<file path="config.mk">
export PLATFORM = sky130hd
export DESIGN_NAME = preamble_detector
export DESIGN_NICKNAME = d
export VERILOG_FILES = /design/src/logic/preamble_detector_pkg.sv /design/src/logic/preamble_detector.sv /design/src/logic/bit_history.sv
export SDC_FILE = /design/constraint.sdc
export NUM_CORES = 1
export LEC_CHECK = 0
export BUFFER_PORTS_ARGS = -buffer_cell sky130_fd_sc_hd__buf_2
export CAP_MARGIN = 40
export CORE_AREA = 4 4 137 139
export DETAILED_ROUTE_END_ITERATION = 10
export DIE_AREA = 0 0 141 143
export PLACE_DENSITY = 0.72
export SLEW_MARGIN = 20
export SYNTH_ARGS = -nofsm -noshare
export SYNTH_HDL_FRONTEND = slang
export SYNTH_SLANG_ARGS = --single-unit
</file>
<file path="constraint.sdc">
create_clock -name clk_sys_i -period 2.6 [get_ports clk_sys_i]
set_input_delay 0.52 -clock clk_sys_i [delete_from_list [all_inputs] [get_ports clk_sys_i]]
set_output_delay 0.52 -clock clk_sys_i [all_outputs]
set_load 0.1 [all_outputs]
</file>
<file path="src/logic/preamble_detector_pkg.sv">
// Purpose: constants and register map of the receive preamble detector
// Assumes: one system clock at 100 MHz, apb register access with 32-bit data
// Notes:   register offsets and layouts are local choices, see below
package preamble_detector_pkg;

  // ------------------------------------------------------------------
  // register byte offsets
  // ------------------------------------------------------------------
  localparam logic [7:0] CTRL_OFFSET       = 8'h00;
  localparam logic [7:0] STD_CFG_OFFSET    = 8'h04;
  localparam logic [7:0] NSTD_CFG_OFFSET   = 8'h08;
  localparam logic [7:0] PATTERN_OFFSET    = 8'h0C;
  localparam logic [7:0] JUMP_CFG_OFFSET   = 8'h10;
  localparam logic [7:0] STATUS_OFFSET     = 8'h14;
  localparam logic [7:0] IRQ_STAT_OFFSET   = 8'h18;
  localparam logic [7:0] IRQ_MASK_OFFSET   = 8'h1C;

  // ------------------------------------------------------------------
  // field layouts and reset values
  // ------------------------------------------------------------------
  localparam int          THRESH_W          = 7;
  localparam logic [6:0]  THRESH_RESET      = 7'h14;   // twenty bits
  localparam int          PATTERN_W         = 32;
  localparam int          PLEN_W            = 5;        // pattern length minus one
  localparam int          SIGNAL_STRENGTH_MEASURE_W            = 8;
  localparam logic [7:0]  JUMP_RESET        = 8'h0C;
  localparam int          CTRL_ENABLE_BIT   = 0;
  localparam int          CTRL_RESTART_BIT  = 1;
  localparam int          CTRL_ARRIVAL_BIT  = 2;
  localparam int          CTRL_FCORR_BIT    = 3;
  localparam int          CTRL_NSTD_BIT     = 4;
  localparam int          NSTD_LEN_LSB      = 0;
  localparam int          NSTD_REP_LSB      = 8;        // repeats required, 4 bits
  localparam logic [3:0]  NSTD_REP_RESET    = 4'h2;
  localparam logic [4:0]  NSTD_LEN_RESET    = 5'h07;

  // interrupt bit positions
  localparam int          IRQ_W             = 3;
  localparam int          IRQ_STD_BIT       = 0;
  localparam int          IRQ_ARRIVAL_BIT   = 1;
  localparam int          IRQ_NSTD_BIT      = 2;

  // arrival window lengths in bits: one byte, two with frequency correction
  localparam logic [4:0]  ARRIVAL_BITS      = 5'd8;
  localparam logic [4:0]  ARRIVAL_BITS_FC   = 5'd16;

  typedef enum {
    ST_SEARCH,
    ST_SYNC_SEARCH
  } det_state_type;

endpackage : preamble_detector_pkg

</file>
<file path="src/logic/preamble_detector.sv">
// The placing of the registers and the APB interface to the registers were chosen for this implementation.
`timescale 1ns/1ps
// Purpose: preamble qualification with threshold, custom pattern and arrival detectors
// Assumes: bit stream and strength samples arrive from pins, resynchronised here
// Notes:   qualified output holds until software restarts the search
module preamble_detector
  import preamble_detector_pkg::*;
  (
  input  wire logic              clk_sys_i,
  input  wire logic              sys_rst_i,
  // apb slave
  input  wire logic              psel,
  input  wire logic              penable,
  input  wire logic              pwrite,
  input  wire logic [7:0]        paddr,
  input  wire logic [31:0]       pwdata,
  output logic [31:0]            prdata,
  output logic                   pready,
  output logic                   pslverr,
  // demodulated link side
  input  wire logic              rx_bit_i,
  input  wire logic              rx_bit_strobe_i,
  input  wire logic              signal_strength_measure_jump_i,
  // towards sync search
  output logic                   preamble_valid_o,
  output logic                   sync_search_o,
  output logic                   jump_reconfig_o,
  output logic                   irq_o
  );

  // ------------------------------------------------------------------
  // state
  // ------------------------------------------------------------------
  typedef struct packed {
    logic [2:0]           bit_s1;     // first stage, read only by second
    logic [2:0]           bit_s2;
    logic                 strobe_d;
    logic                 enable;
    logic                 arrival_en;
    logic                 fcorr_en;
    logic                 nstd_en;
    logic [THRESH_W-1:0]  thresh;
    logic [PLEN_W-1:0]    plen;
    logic [3:0]           nstd_rep;
    logic [PATTERN_W-1:0] pattern;
    logic [SIGNAL_STRENGTH_MEASURE_W-1:0]    jump_cfg;
    logic                 last_bit;
    logic                 have_last;
    logic [THRESH_W:0]    run_cnt;
    logic [PLEN_W:0]      nstd_bits;
    logic [3:0]           nstd_cnt;
    logic                 jump_seen;
    logic [4:0]           arr_cnt;
    det_state_type        state;
    logic [IRQ_W-1:0]     irq_stat;
    logic [IRQ_W-1:0]     irq_mask;
    logic [31:0]          prdata;
    logic                 pready;
    logic                 pslverr;
    logic                 valid;
    logic                 reconfig;
    logic                 irq;
    logic                 sync;       // registered copy of the sync-search state
  } state_type;

  state_type s_reg;
  state_type s_next;

  logic [PATTERN_W-1:0] hist;
  logic                 bit_now;
  logic                 bit_ev;
  logic                 jump_now;

  // newest synchronised samples
  assign bit_now  = s_reg.bit_s2[0];
  assign bit_ev   = s_reg.bit_s2[1] & ~s_reg.strobe_d;
  assign jump_now = s_reg.bit_s2[2];

  // custom pattern compare over the programmed length
  function automatic logic pattern_hit(input logic [PATTERN_W-1:0] h,
                                       input logic [PATTERN_W-1:0] p,
                                       input logic [PLEN_W-1:0]    len);
    logic ok;
    ok = 1'b1;
    for (int i = 0; i < PATTERN_W; i++)
    begin
      if (i <= int'(len) && h[i] != p[i])
      begin
        ok = 1'b0;
      end
    end
    return ok;
  endfunction : pattern_hit

  // history of received bits for the custom pattern detector
  bit_history #(.DEPTH(PATTERN_W)) u_hist (
    .clk_sys_i   (clk_sys_i),
    .sys_rst_i   (sys_rst_i),
    .clear_i     (s_reg.state == ST_SYNC_SEARCH),
    .bit_valid_i (bit_ev),
    .bit_i       (bit_now),
    .hist_o      (hist)
  );

  // ------------------------------------------------------------------
  // next state
  // ------------------------------------------------------------------
  always_comb
  begin
    logic                 wr;
    logic                 rd;
    logic                 restart;
    logic [IRQ_W-1:0]     ev;
    logic [THRESH_W:0]    run_n;
    s_next  = s_reg;
    wr      = psel & penable & pwrite;
    rd      = psel & ~penable & ~pwrite;
    restart = 1'b0;
    ev      = '0;
    run_n   = s_reg.run_cnt;

    // pins pass two flip-flops before use
    s_next.bit_s1   = {signal_strength_measure_jump_i, rx_bit_strobe_i, rx_bit_i};
    s_next.bit_s2   = s_reg.bit_s1;
    s_next.strobe_d = s_reg.bit_s2[1];

    // apb: every access answers in its first access cycle
    s_next.pready  = psel & ~penable;
    s_next.pslverr = 1'b0;
    if (rd)
    begin
      s_next.prdata = '0;
      case (paddr)
        CTRL_OFFSET:     s_next.prdata[4:0] = {s_reg.nstd_en, s_reg.fcorr_en,
                                               s_reg.arrival_en, 1'b0, s_reg.enable};
        STD_CFG_OFFSET:  s_next.prdata[THRESH_W-1:0] = s_reg.thresh;
        NSTD_CFG_OFFSET: s_next.prdata[11:0] = {s_reg.nstd_rep, 3'b000, s_reg.plen};
        PATTERN_OFFSET:  s_next.prdata = s_reg.pattern;
        JUMP_CFG_OFFSET: s_next.prdata[SIGNAL_STRENGTH_MEASURE_W-1:0] = s_reg.jump_cfg;
        STATUS_OFFSET:   s_next.prdata[9:0] = {s_reg.reconfig, s_reg.run_cnt, s_reg.valid};
        IRQ_STAT_OFFSET: s_next.prdata[IRQ_W-1:0] = s_reg.irq_stat;
        IRQ_MASK_OFFSET: s_next.prdata[IRQ_W-1:0] = s_reg.irq_mask;
        default:         s_next.pslverr = 1'b0;  // unmapped reads as zero
      endcase
    end
    if (psel & ~penable)
    begin
      s_next.pslverr = ~(paddr inside {CTRL_OFFSET, STD_CFG_OFFSET, NSTD_CFG_OFFSET,
                         PATTERN_OFFSET, JUMP_CFG_OFFSET, STATUS_OFFSET,
                         IRQ_STAT_OFFSET, IRQ_MASK_OFFSET});
    end
    if (wr && s_reg.pready)
    begin
      case (paddr)
        CTRL_OFFSET:
        begin
          s_next.enable     = pwdata[CTRL_ENABLE_BIT];
          s_next.arrival_en = pwdata[CTRL_ARRIVAL_BIT];
          s_next.fcorr_en   = pwdata[CTRL_FCORR_BIT];
          s_next.nstd_en    = pwdata[CTRL_NSTD_BIT];
          restart           = pwdata[CTRL_RESTART_BIT];
        end
        STD_CFG_OFFSET:  s_next.thresh = pwdata[THRESH_W-1:0];
        NSTD_CFG_OFFSET:
        begin
          s_next.plen     = pwdata[NSTD_LEN_LSB +: PLEN_W];
          s_next.nstd_rep = pwdata[NSTD_REP_LSB +: 4];
        end
        PATTERN_OFFSET:  s_next.pattern  = pwdata;
        JUMP_CFG_OFFSET:
        begin
          s_next.jump_cfg = pwdata[SIGNAL_STRENGTH_MEASURE_W-1:0];
          s_next.reconfig = 1'b0;
        end
        IRQ_MASK_OFFSET: s_next.irq_mask = pwdata[IRQ_W-1:0];
        default:         s_next.pslverr = 1'b0;  // error pulse must not outlive pready
      endcase
    end

    // detectors run only while searching
    case (s_reg.state)
      ST_SEARCH:
      begin
        if (s_reg.enable && bit_ev)
        begin
          // threshold detector on the alternating pattern, kept beside arrival
          if (s_reg.have_last && bit_now != s_reg.last_bit)
          begin
            if (s_reg.run_cnt != {1'b0, {THRESH_W{1'b1}}})
            begin
              run_n = s_reg.run_cnt + 1'b1;
            end
          end
          else
          begin
            run_n = (THRESH_W+1)'(1);
          end
          s_next.run_cnt   = run_n;
          s_next.last_bit  = bit_now;
          s_next.have_last = 1'b1;
          // zero threshold leaves qualification to sync search
          if (!s_reg.nstd_en && s_reg.thresh != '0 &&
              run_n >= {1'b0, s_reg.thresh})
          begin
            ev[IRQ_STD_BIT] = 1'b1;
          end
          // custom repeating pattern, one count per completed period
          if (s_reg.nstd_en)
          begin
            if (s_reg.nstd_bits == {1'b0, s_reg.plen})
            begin
              s_next.nstd_bits = '0;
              if (pattern_hit({hist[PATTERN_W-2:0], bit_now}, s_reg.pattern, s_reg.plen))
              begin
                s_next.nstd_cnt = s_reg.nstd_cnt + 1'b1;
                if (s_reg.nstd_cnt + 1'b1 >= s_reg.nstd_rep)
                begin
                  ev[IRQ_NSTD_BIT] = 1'b1;
                end
              end
              else
              begin
                s_next.nstd_cnt = '0;
              end
            end
            else
            begin
              s_next.nstd_bits = s_reg.nstd_bits + 1'b1;
            end
          end
          // arrival detector: jump seen, then alternation within the window
          if (s_reg.arrival_en && s_reg.jump_seen)
          begin
            s_next.arr_cnt = s_reg.arr_cnt + 1'b1;
            if (run_n >= {3'b000, (s_reg.fcorr_en ? ARRIVAL_BITS_FC : ARRIVAL_BITS)})
            begin
              ev[IRQ_ARRIVAL_BIT] = 1'b1;
            end
            else if (s_reg.arr_cnt == (s_reg.fcorr_en ? ARRIVAL_BITS_FC : ARRIVAL_BITS))
            begin
              s_next.jump_seen = 1'b0;
              s_next.arr_cnt   = '0;
            end
          end
        end
        // jump from the strength measurement opens an arrival window
        if (s_reg.enable && s_reg.arrival_en && jump_now && !s_reg.jump_seen)
        begin
          s_next.jump_seen = 1'b1;
          s_next.arr_cnt   = '0;
        end
        if (ev != '0)
        begin
          s_next.state    = ST_SYNC_SEARCH;
          s_next.valid    = 1'b1;
          s_next.reconfig = ev[IRQ_ARRIVAL_BIT];
        end
      end
      ST_SYNC_SEARCH:
      begin
        s_next.valid = 1'b1;
      end
      default:
      begin
        s_next.state = ST_SEARCH;
      end
    endcase

    // restart drops back to search and clears all counts
    if (restart || !s_next.enable)
    begin
      s_next.state     = ST_SEARCH;
      s_next.valid     = 1'b0;
      s_next.run_cnt   = '0;
      s_next.have_last = 1'b0;
      s_next.nstd_bits = '0;
      s_next.nstd_cnt  = '0;
      s_next.jump_seen = 1'b0;
      s_next.arr_cnt   = '0;
    end

    // sticky status: set wins over write-one-to-clear
    if (wr && s_reg.pready && paddr == IRQ_STAT_OFFSET)
    begin
      s_next.irq_stat = s_reg.irq_stat & ~pwdata[IRQ_W-1:0];
    end
    s_next.irq_stat = s_next.irq_stat | ev;
    s_next.irq      = |(s_next.irq_stat & s_next.irq_mask);
    s_next.sync     = (s_next.state == ST_SYNC_SEARCH);
  end

  // ------------------------------------------------------------------
  // registers
  // ------------------------------------------------------------------
  always_ff @(posedge clk_sys_i)
  begin
    if (sys_rst_i)
    begin
      s_reg          <= '0;
      s_reg.state    <= ST_SEARCH;
      s_reg.thresh   <= THRESH_RESET;
      s_reg.plen     <= NSTD_LEN_RESET;
      s_reg.nstd_rep <= NSTD_REP_RESET;
      s_reg.jump_cfg <= JUMP_RESET;
    end
    else
    begin
      s_reg <= s_next;
    end
  end

  // outputs straight from flip-flops
  assign prdata           = s_reg.prdata;
  assign pready           = s_reg.pready;
  assign pslverr          = s_reg.pslverr;
  assign preamble_valid_o = s_reg.valid;
  assign sync_search_o    = s_reg.sync;
  assign jump_reconfig_o  = s_reg.reconfig;
  assign irq_o            = s_reg.irq;

endmodule : preamble_detector

</file>
<file path="src/logic/bit_history.sv">
`timescale 1ns/1ps
// Purpose: shift register holding the last received bits, registered output
// Assumes: bit_valid_i is a one-cycle strobe in the system clock domain
// Notes:   used to compare incoming bits against the custom repeating pattern
module bit_history
  #(parameter int DEPTH = 32)
  (
  input  wire logic              clk_sys_i,
  input  wire logic              sys_rst_i,
  input  wire logic              clear_i,
  input  wire logic              bit_valid_i,
  input  wire logic              bit_i,
  output logic [DEPTH-1:0]       hist_o
  );

  // shift in newest bit at the low end
  always_ff @(posedge clk_sys_i)
  begin
    if (sys_rst_i || clear_i)
    begin
      hist_o <= '0;
    end
    else if (bit_valid_i)
    begin
      hist_o <= {hist_o[DEPTH-2:0], bit_i};
    end
  end

endmodule : bit_history

</file>
# Word level (Yosys, flattened, before mapping)
# Cells that the tools add are included.
classes:
  n_eq_ne: 48
  n_bitwise: 13
  n_reduce_logical: 69
  add_sub_neg: 4
  order_cmp: 34
  n_mux: 87
op_table:
  columns: ["op", "count"]
  rows:
  - ["32-bit 2-to-1 mux", 3]
  - ["5-bit <= comparator, first input constant", 16]
  - ["32-bit by 2-bit == test with 1-bit output, second input constant", 2]
  - ["32-bit case mux with 2 select lines", 1]
  - ["60-bit 2-to-1 mux", 1]
  - ["1-bit 2-to-1 mux", 51]
  - ["1-bit logical AND", 41]
  - ["4-bit by 5-bit <= comparator with 1-bit output, first input constant", 8]
  - ["8-bit 2-to-1 mux", 5]
  - ["6-bit 2-to-1 mux", 6]
  - ["1-bit != test", 33]
  - ["32-bit by 1-bit == test with 1-bit output, second input constant", 1]
  - ["8-bit by 5-bit == test with 1-bit output, second input constant", 4]
  - ["32-bit zero test", 1]
  - ["3-bit case mux with 8 select lines", 1]
  - ["3-bit by 5-bit <= comparator with 1-bit output, first input constant", 4]
  - ["20-bit 2-to-1 mux", 1]
  - ["3-bit 2-to-1 mux", 6]
  - ["8-bit by 4-bit == test with 1-bit output, second input constant", 2]
  - ["2-bit AND reduction", 7]
  - ["2-bit case mux with 6 select lines", 1]
  - ["2-bit by 5-bit <= comparator with 1-bit output, first input constant", 2]
  - ["9-bit 2-to-1 mux", 1]
  - ["8-bit by 1-bit adder with 8-bit output, second input constant", 1]
  - ["40 further kinds", 56]
word_totals:
  output_inout_bits: 38
  in_bits: 48
  ff_bits: 200
  elab_cells: 285

# Longest topological paths before layout
logic_depth:
  depth_word: 47
  ltp_mapped: 14
  ltp_nobuf: 14

# Modules after synthesis
# A second synthesis with hierarchy kept.
hier_totals:
  hier_cells: 1074
  hier_area_um2: 9151.3
by_module_without_submodules:
  columns: ["module", "instances", "seq_area_each_um2", "area_per_inst_um2", "cells_per_inst"]
  rows:
  - ["preamble_detector", 1, 3383.2, 7995.2, 969]
  - ["bit_history", 1, 640.6, 1156.1, 105]

# Worst setup path before layout
# No wires, ideal clock.
synth_path:
  kind: "flip-flop to flip-flop"
  startpoint: "register s_reg (netlist bit pready)"
  endpoint: "register s_reg[44] in the netlist's numbering"
  t_required_ps: 2482
  stages_incl_launch_ff: 9
  n_path_buf: 2
  setup_ps: 118
  slack_ps: -82
  arrival_time_ps: 2564
  synth_period_minus_slack_ps: 2682
  path_cell_list: "dfxtp_1 > nand4_2 > nor3_2 > nand2_1 > and2_1 > o21ai_2 > buf_4 > buf_4 > nor2_1"
synth_between:
  elab_chain_cells: 5
  elab_cells_between_ends: 6
  cone_classes: "mux: 3; reduce/logical: 3"
synth_rtl:
  columns: ["item", "line_no", "rtl"]
  rows:
  - ["start, declared", "preamble_detector.sv:66", "state_type s_reg;"]
  - ["start signal, assigned", "preamble_detector.sv:308", "s_reg <= s_next;"]
  - ["1-bit logical AND (*)", "preamble_detector.sv:152", "if (wr && s_reg.pready)"]
  - ["60-bit 2-to-1 mux", "preamble_detector.sv:152", null]
  - ["1-bit zero test", "preamble_detector.sv:270", "if (restart || !s_next.enable)"]
  - ["1-bit logical OR (*)", "preamble_detector.sv:270", null]
  - ["32-bit 2-to-1 mux (*)", "preamble_detector.sv:270", null]
# Every way passes the cells marked *; elsewhere a longest branch is shown, timed or not.
# A chain may end at the register's enable or synchronous reset.

# Worst setup path after layout
layout_path:
  startpoint: "register s_reg[96] in the netlist's numbering"
  endpoint: "register s_reg (netlist bit preamble_valid_o)"
layout_between:
  elab_chain_cells: 13
  elab_cells_between_ends: 17
  cone_classes: "add/sub: 1; order compare: 2; eq/ne: 2; mux: 9; reduce/logical: 3"
layout_rtl:
  columns: ["item", "line_no", "rtl"]
  rows:
  - ["8-bit by 1-bit adder with 8-bit output or 8-bit by 7-bit != test with 1-bit output (tied branches)", "preamble_detector.sv:191, preamble_detector.sv:189", null]
  - ["8-bit 2-to-1 mux (*)", "preamble_detector.sv:189", "if (s_reg.run_cnt != {1'b0, {THRESH_W{1'b1}}})"]
  - ["8-bit 2-to-1 mux (*)", "preamble_detector.sv:187", "if (s_reg.have_last && bit_now != s_reg.last_bit)"]
  - ["8-bit 2-to-1 mux (*)", "preamble_detector.sv:184", "if (s_reg.enable && bit_ev)"]
  - ["8-bit 2-to-1 mux (*)", "preamble_detector.sv:181", "case (s_reg.state)"]
  - ["8-bit by 5-bit >= comparator with 1-bit output or 8-bit by 7-bit >= comparator with 1-bit output (tied branches)", "preamble_detector.sv:235, preamble_detector.sv:203", null]
  - ["1-bit 2-to-1 mux or 1-bit logical AND (tied branches)", "preamble_detector.sv:235, preamble_detector.sv:202", null]
  - ["1-bit 2-to-1 mux (on tied branches)", "preamble_detector.sv:232, preamble_detector.sv:202", null]
  - ["3-bit 2-to-1 mux (*)", "preamble_detector.sv:184", null]
  - ["3-bit 2-to-1 mux (*)", "preamble_detector.sv:181", null]
  - ["3-bit nonzero test (*)", "preamble_detector.sv:252", "if (ev != '0)"]
  - ["2-bit != test (no line) (*)", null, null]
  - ["2-bit AND reduction (no line) (*)", null, null]
# Every way passes the cells marked *; elsewhere a longest branch is shown, timed or not. The select of a mux whose other input is x is not followed.

==> metrics.md <==
| Metric | Value |
|---|---|
| Sequential element share of the synthesized area | 43.1% |
| Warnings from Yosys | 0 |
| Via count | 8266 |
| Post-synth top flop | dfxtp_1 |
| EDFF count, synth | 0 |
| Critical path capture point type | flip-flop |
| Worst-path clk slew | 0.07 ns |
| PwrDens | 540 mW/mm² |
| Critical setup path kind | reg -> reg |
| Fin cells | 1481 |
| Footprint of the multi-input gates | 0.00486 mm² |
| Post-Synth Simple-Gate Area | 24.2% |
| Fmax | 385 MHz |
| Core Area | 0.0177 mm² |
| Hold Path Class | in -> reg |
| Data required time of the worst path | 2.92 ns |
| Min Tclk post-route | 2.60 ns |
| Placed instance count | 1447 |
| Syn Inst Count | 1119 |
| Post-synth top area share | 43.1% |
| Synth area leaders | dfxtp_1 (43%), nand2_1 (9.9%), a21oi_1 (7.5%), buf_4 (2.9%), xnor2_1 (2.7%) |
| RSZ-0062 raised after global routing | yes |
| DIE WIDTH | 141 µm |
| Maximum VDD drop | 470 µV |
| Post-Syn Area | 0.00929 mm² |
| DRT Pass-1 Iters | 9 |
| Final ANT Viol Nets | 0 |
| Setup TNS | 0 ns |
| Post-synthesis register bit count | 200 |
| Hold Path Depth | 2 |
| Remaining Overflow, GRT | 0 |
| Post-Synth XOR/XNOR Area | 4.79% |
| Final setup viols | 0 |
| Worst Path Arrival | 2.92 ns |
| DP HPWL | 18900 µm |
| Register area | 0.00402 mm² |
| Placer Congestion | 0.920 |
| I/O pin count | 86 |
| CTS tree | yes |
| Vias in the first global route | 7602 |
| Largest family of logic cells by synthesized area | simple AND/OR/NAND/NOR gates |
| Dominant cell type by area after synthesis | dfxtp_1 |
| Die area | 0.0202 mm² |
| Slew Limit Fails | 0 |
| Synth Area in Compound Gates | 15.9% |
| Asr flop ratio synth | 0% |
| CTS Buf Count | 17 |
| Maxcap violations | 0 |
| Row cnt | 49 |
| R2R cell count | 11 |
| Leakage | 4.18 nW |
| Crit share post-route | 99.9% |
| Global-route wire length before repair | 40500 µm |
| Layout cell share with drive strength beyond 1 | 21.9% |
| Initial antenna violation count | 0 |
| Least-Margin Pin Slew | 0.672 ns |
| Initial DRC count | 625 |
| Clock Tree Buf Depth | 2 |
| Number of distinct library cells after synthesis | 82 |
| Fillers | 1559 |
| Global-route usage over all layers | 25.3% |
| Status | completed |
| DRT Wirelength | 25300 µm |
| Initial Util | 52.6% |
| Clk sinks | 200 |
| Average wire per standard cell | 17.1 µm |
| DRC Markers | 0 |
| Largest register FFs | 125 |
| PortBufs | 85 |
| Util after Layout | 62.2% |
| Worst setup SP type | flip-flop |
| Final hold violations | 0 |
| Diode count | 0 |
| Pin count of the biggest net entering global routing | 48 |
| H-tree depth | 4 |
| Via-per-instance ratio | 5.58 |
| Root Buffer Master | clkbuf_16 |
| Avg Cell Area, Syn | 8.30 µm² |
| Adder-Cell Fraction of Synth Area | 2.42% |
| Synthesis-to-finish area growth | 18.2% |
| Post-synthesis mux area share | 2.38% |
| Die height | 143 µm |
| # nets final | 1306 |
| Slew headroom | 55.2% |
| Worst-case clock skew | 0.00947 ns |
| Clk_lat worst skew | 0.43 ns |
| CP Max Fanout | 4 |
==> final cells by class <==
type                            count  area share, %
Timing Repair Buffer              172           10.4
Sequential cell                   200           36.6
Clock buffer                       18           4.00
Inverter                           26          0.889
Clock inverter                     13           1.21
Multi-Input combinational cell    823           44.3
Tap cell                          229           2.61
==> through the flow <==
step	cell area, µm²	setup slack [ns]	power (mW)	hold slack, ns
3_3_place_gp	10300	-0.121	3.44	0.421
2_1_floorplan	9430	0.00653	3.34	0.414
4_1_cts	10900	0.000303	5.98	0.282
3_5_place_dp	10300	-0.236	3.44	0.428
5_1_grt	11000	-0.111	6.12	0.301
6_report	11000	0.00191	5.93	0.299
==> metal layers <==
layer | global-route usage [%] | routed length [µm] | vias to the layer above
li1 | - | - | 4052
met1 | 37.2 | 12100 | 3885
met2 | 37.8 | 11000 | 291
met3 | 4.42 | 1610 | 38
met4 | 8.52 | 636 | 0
met5 | 0 | 0 | -
==> critical path, stage by stage, from the launching register on <==
cell and delay (ns):
dfxtp_2 0.33, and4b_2 0.27, buf_4 0.14, a211oi_2 0.20
mux2i_1 0.28, ha_1 0.29, nand4_1 0.11, a21oi_1 0.05
o31a_1 0.31, a211o_1 0.25, o21ai_2 0.18, a21oi_2 0.07
==> report_power, final <==
part / total, mW / internal, mW / switching (mW)
logic: 0.265 / 0.0723 / 0.193
registers: 3.11 / 3.10 / 0.0113
clock network: 2.56 / 1.30 / 1.26
==> cells in the mapped netlist, types with 3 or more instances <==
cell       count
a211o_1        4
a211oi_1       7
a21o_1         3
a21oi_1      139
a221oi_1       6
a22oi_1        4
a31oi_1        5
and2_1         3
and3_1         8
buf_2         13
buf_4         36
buf_6          6
clkbuf_1      43
dfxtp_1      200
ha_1          18
inv_1         23
mux2i_1       12
mux4_2         4
nand2_1      245
nand2b_1       5
nand3_1       45
nand4_1        8
nand4b_1       4
nor2_1        50
nor2_2         3
nor2b_1       13
nor3_1        25
nor3_2         5
nor3b_1        4
nor4_1        17
o211ai_1       5
o21a_1         4
o21ai_0       23
o21ai_1        4
o22ai_1        5
o2bb2ai_1      4
o31ai_1        3
or2_2          3
or3_1          3
or4_1          6
xnor2_1       29
xor2_1        20
==> placed cells by master (no fill, tap or decap), types with 7 or more instances in the layout <==
cell type	instances
conb_1	31
and3_1	7
nor2b_1	11
mux2i_1	12
nand4_1	8
nor3_1	22
dfxtp_1	191
nor4_1	16
ha_1	16
xnor2_1	28
nor3_2	8
nand3_1	44
o21ai_0	21
clkbuf_16	17
xor2_1	19
buf_2	84
buf_4	81
dfxtp_2	8
inv_1	23
a21oi_1	137
nor2_1	48
nand2_1	244
==> final timing paths <==
| check | from | end | slack [ns] |
|---|---|---|---|
| setup / recovery | s_reg[96]$_SDFFE_PP0P_ | preamble_valid_o$_SDFFE_PP0P_ | 0.002 |
| hold / removal | rx_bit_strobe_i | s_next[164]$_SDFF_PP0_ | 0.30 |
| setup reg to reg | s_reg[96]$_SDFFE_PP0P_ | preamble_valid_o$_SDFFE_PP0P_ | 0.002 |
| hold reg to reg | s_next[164]$_SDFF_PP0_ | s_next[162]$_SDFF_PP0_ | 0.44 |
==> cell families (layout without fill, tap and decap cells) <==
| kind of cell | Yosys count | count (layout) |
|---|---|---|
| AND/OR/NAND/NOR | 466 | 466 |
| AO/OA/AOI/OAI | 241 | 241 |
| flip-flops | 200 | 200 |
| buffers and inverters | 126 | 229 |
| XOR/XNOR | 50 | 50 |
| adder cells (fa/ha/maj) | 18 | 18 |
| multiplexers | 17 | 17 |
| other | 1 | 31 |
==> timing repair <==
item | in CTS | in global routing
buffers inserted | 0 | 3
endpoints found under the hold margin | 0 | 0
resized for setup | 9 | 23
gates cloned | 0 | 0
setup endpoints to repair | 11 | 11
pin swaps | 8 | 16
hold buffers | 0 | 0
(Power assumes the default switching activity.)
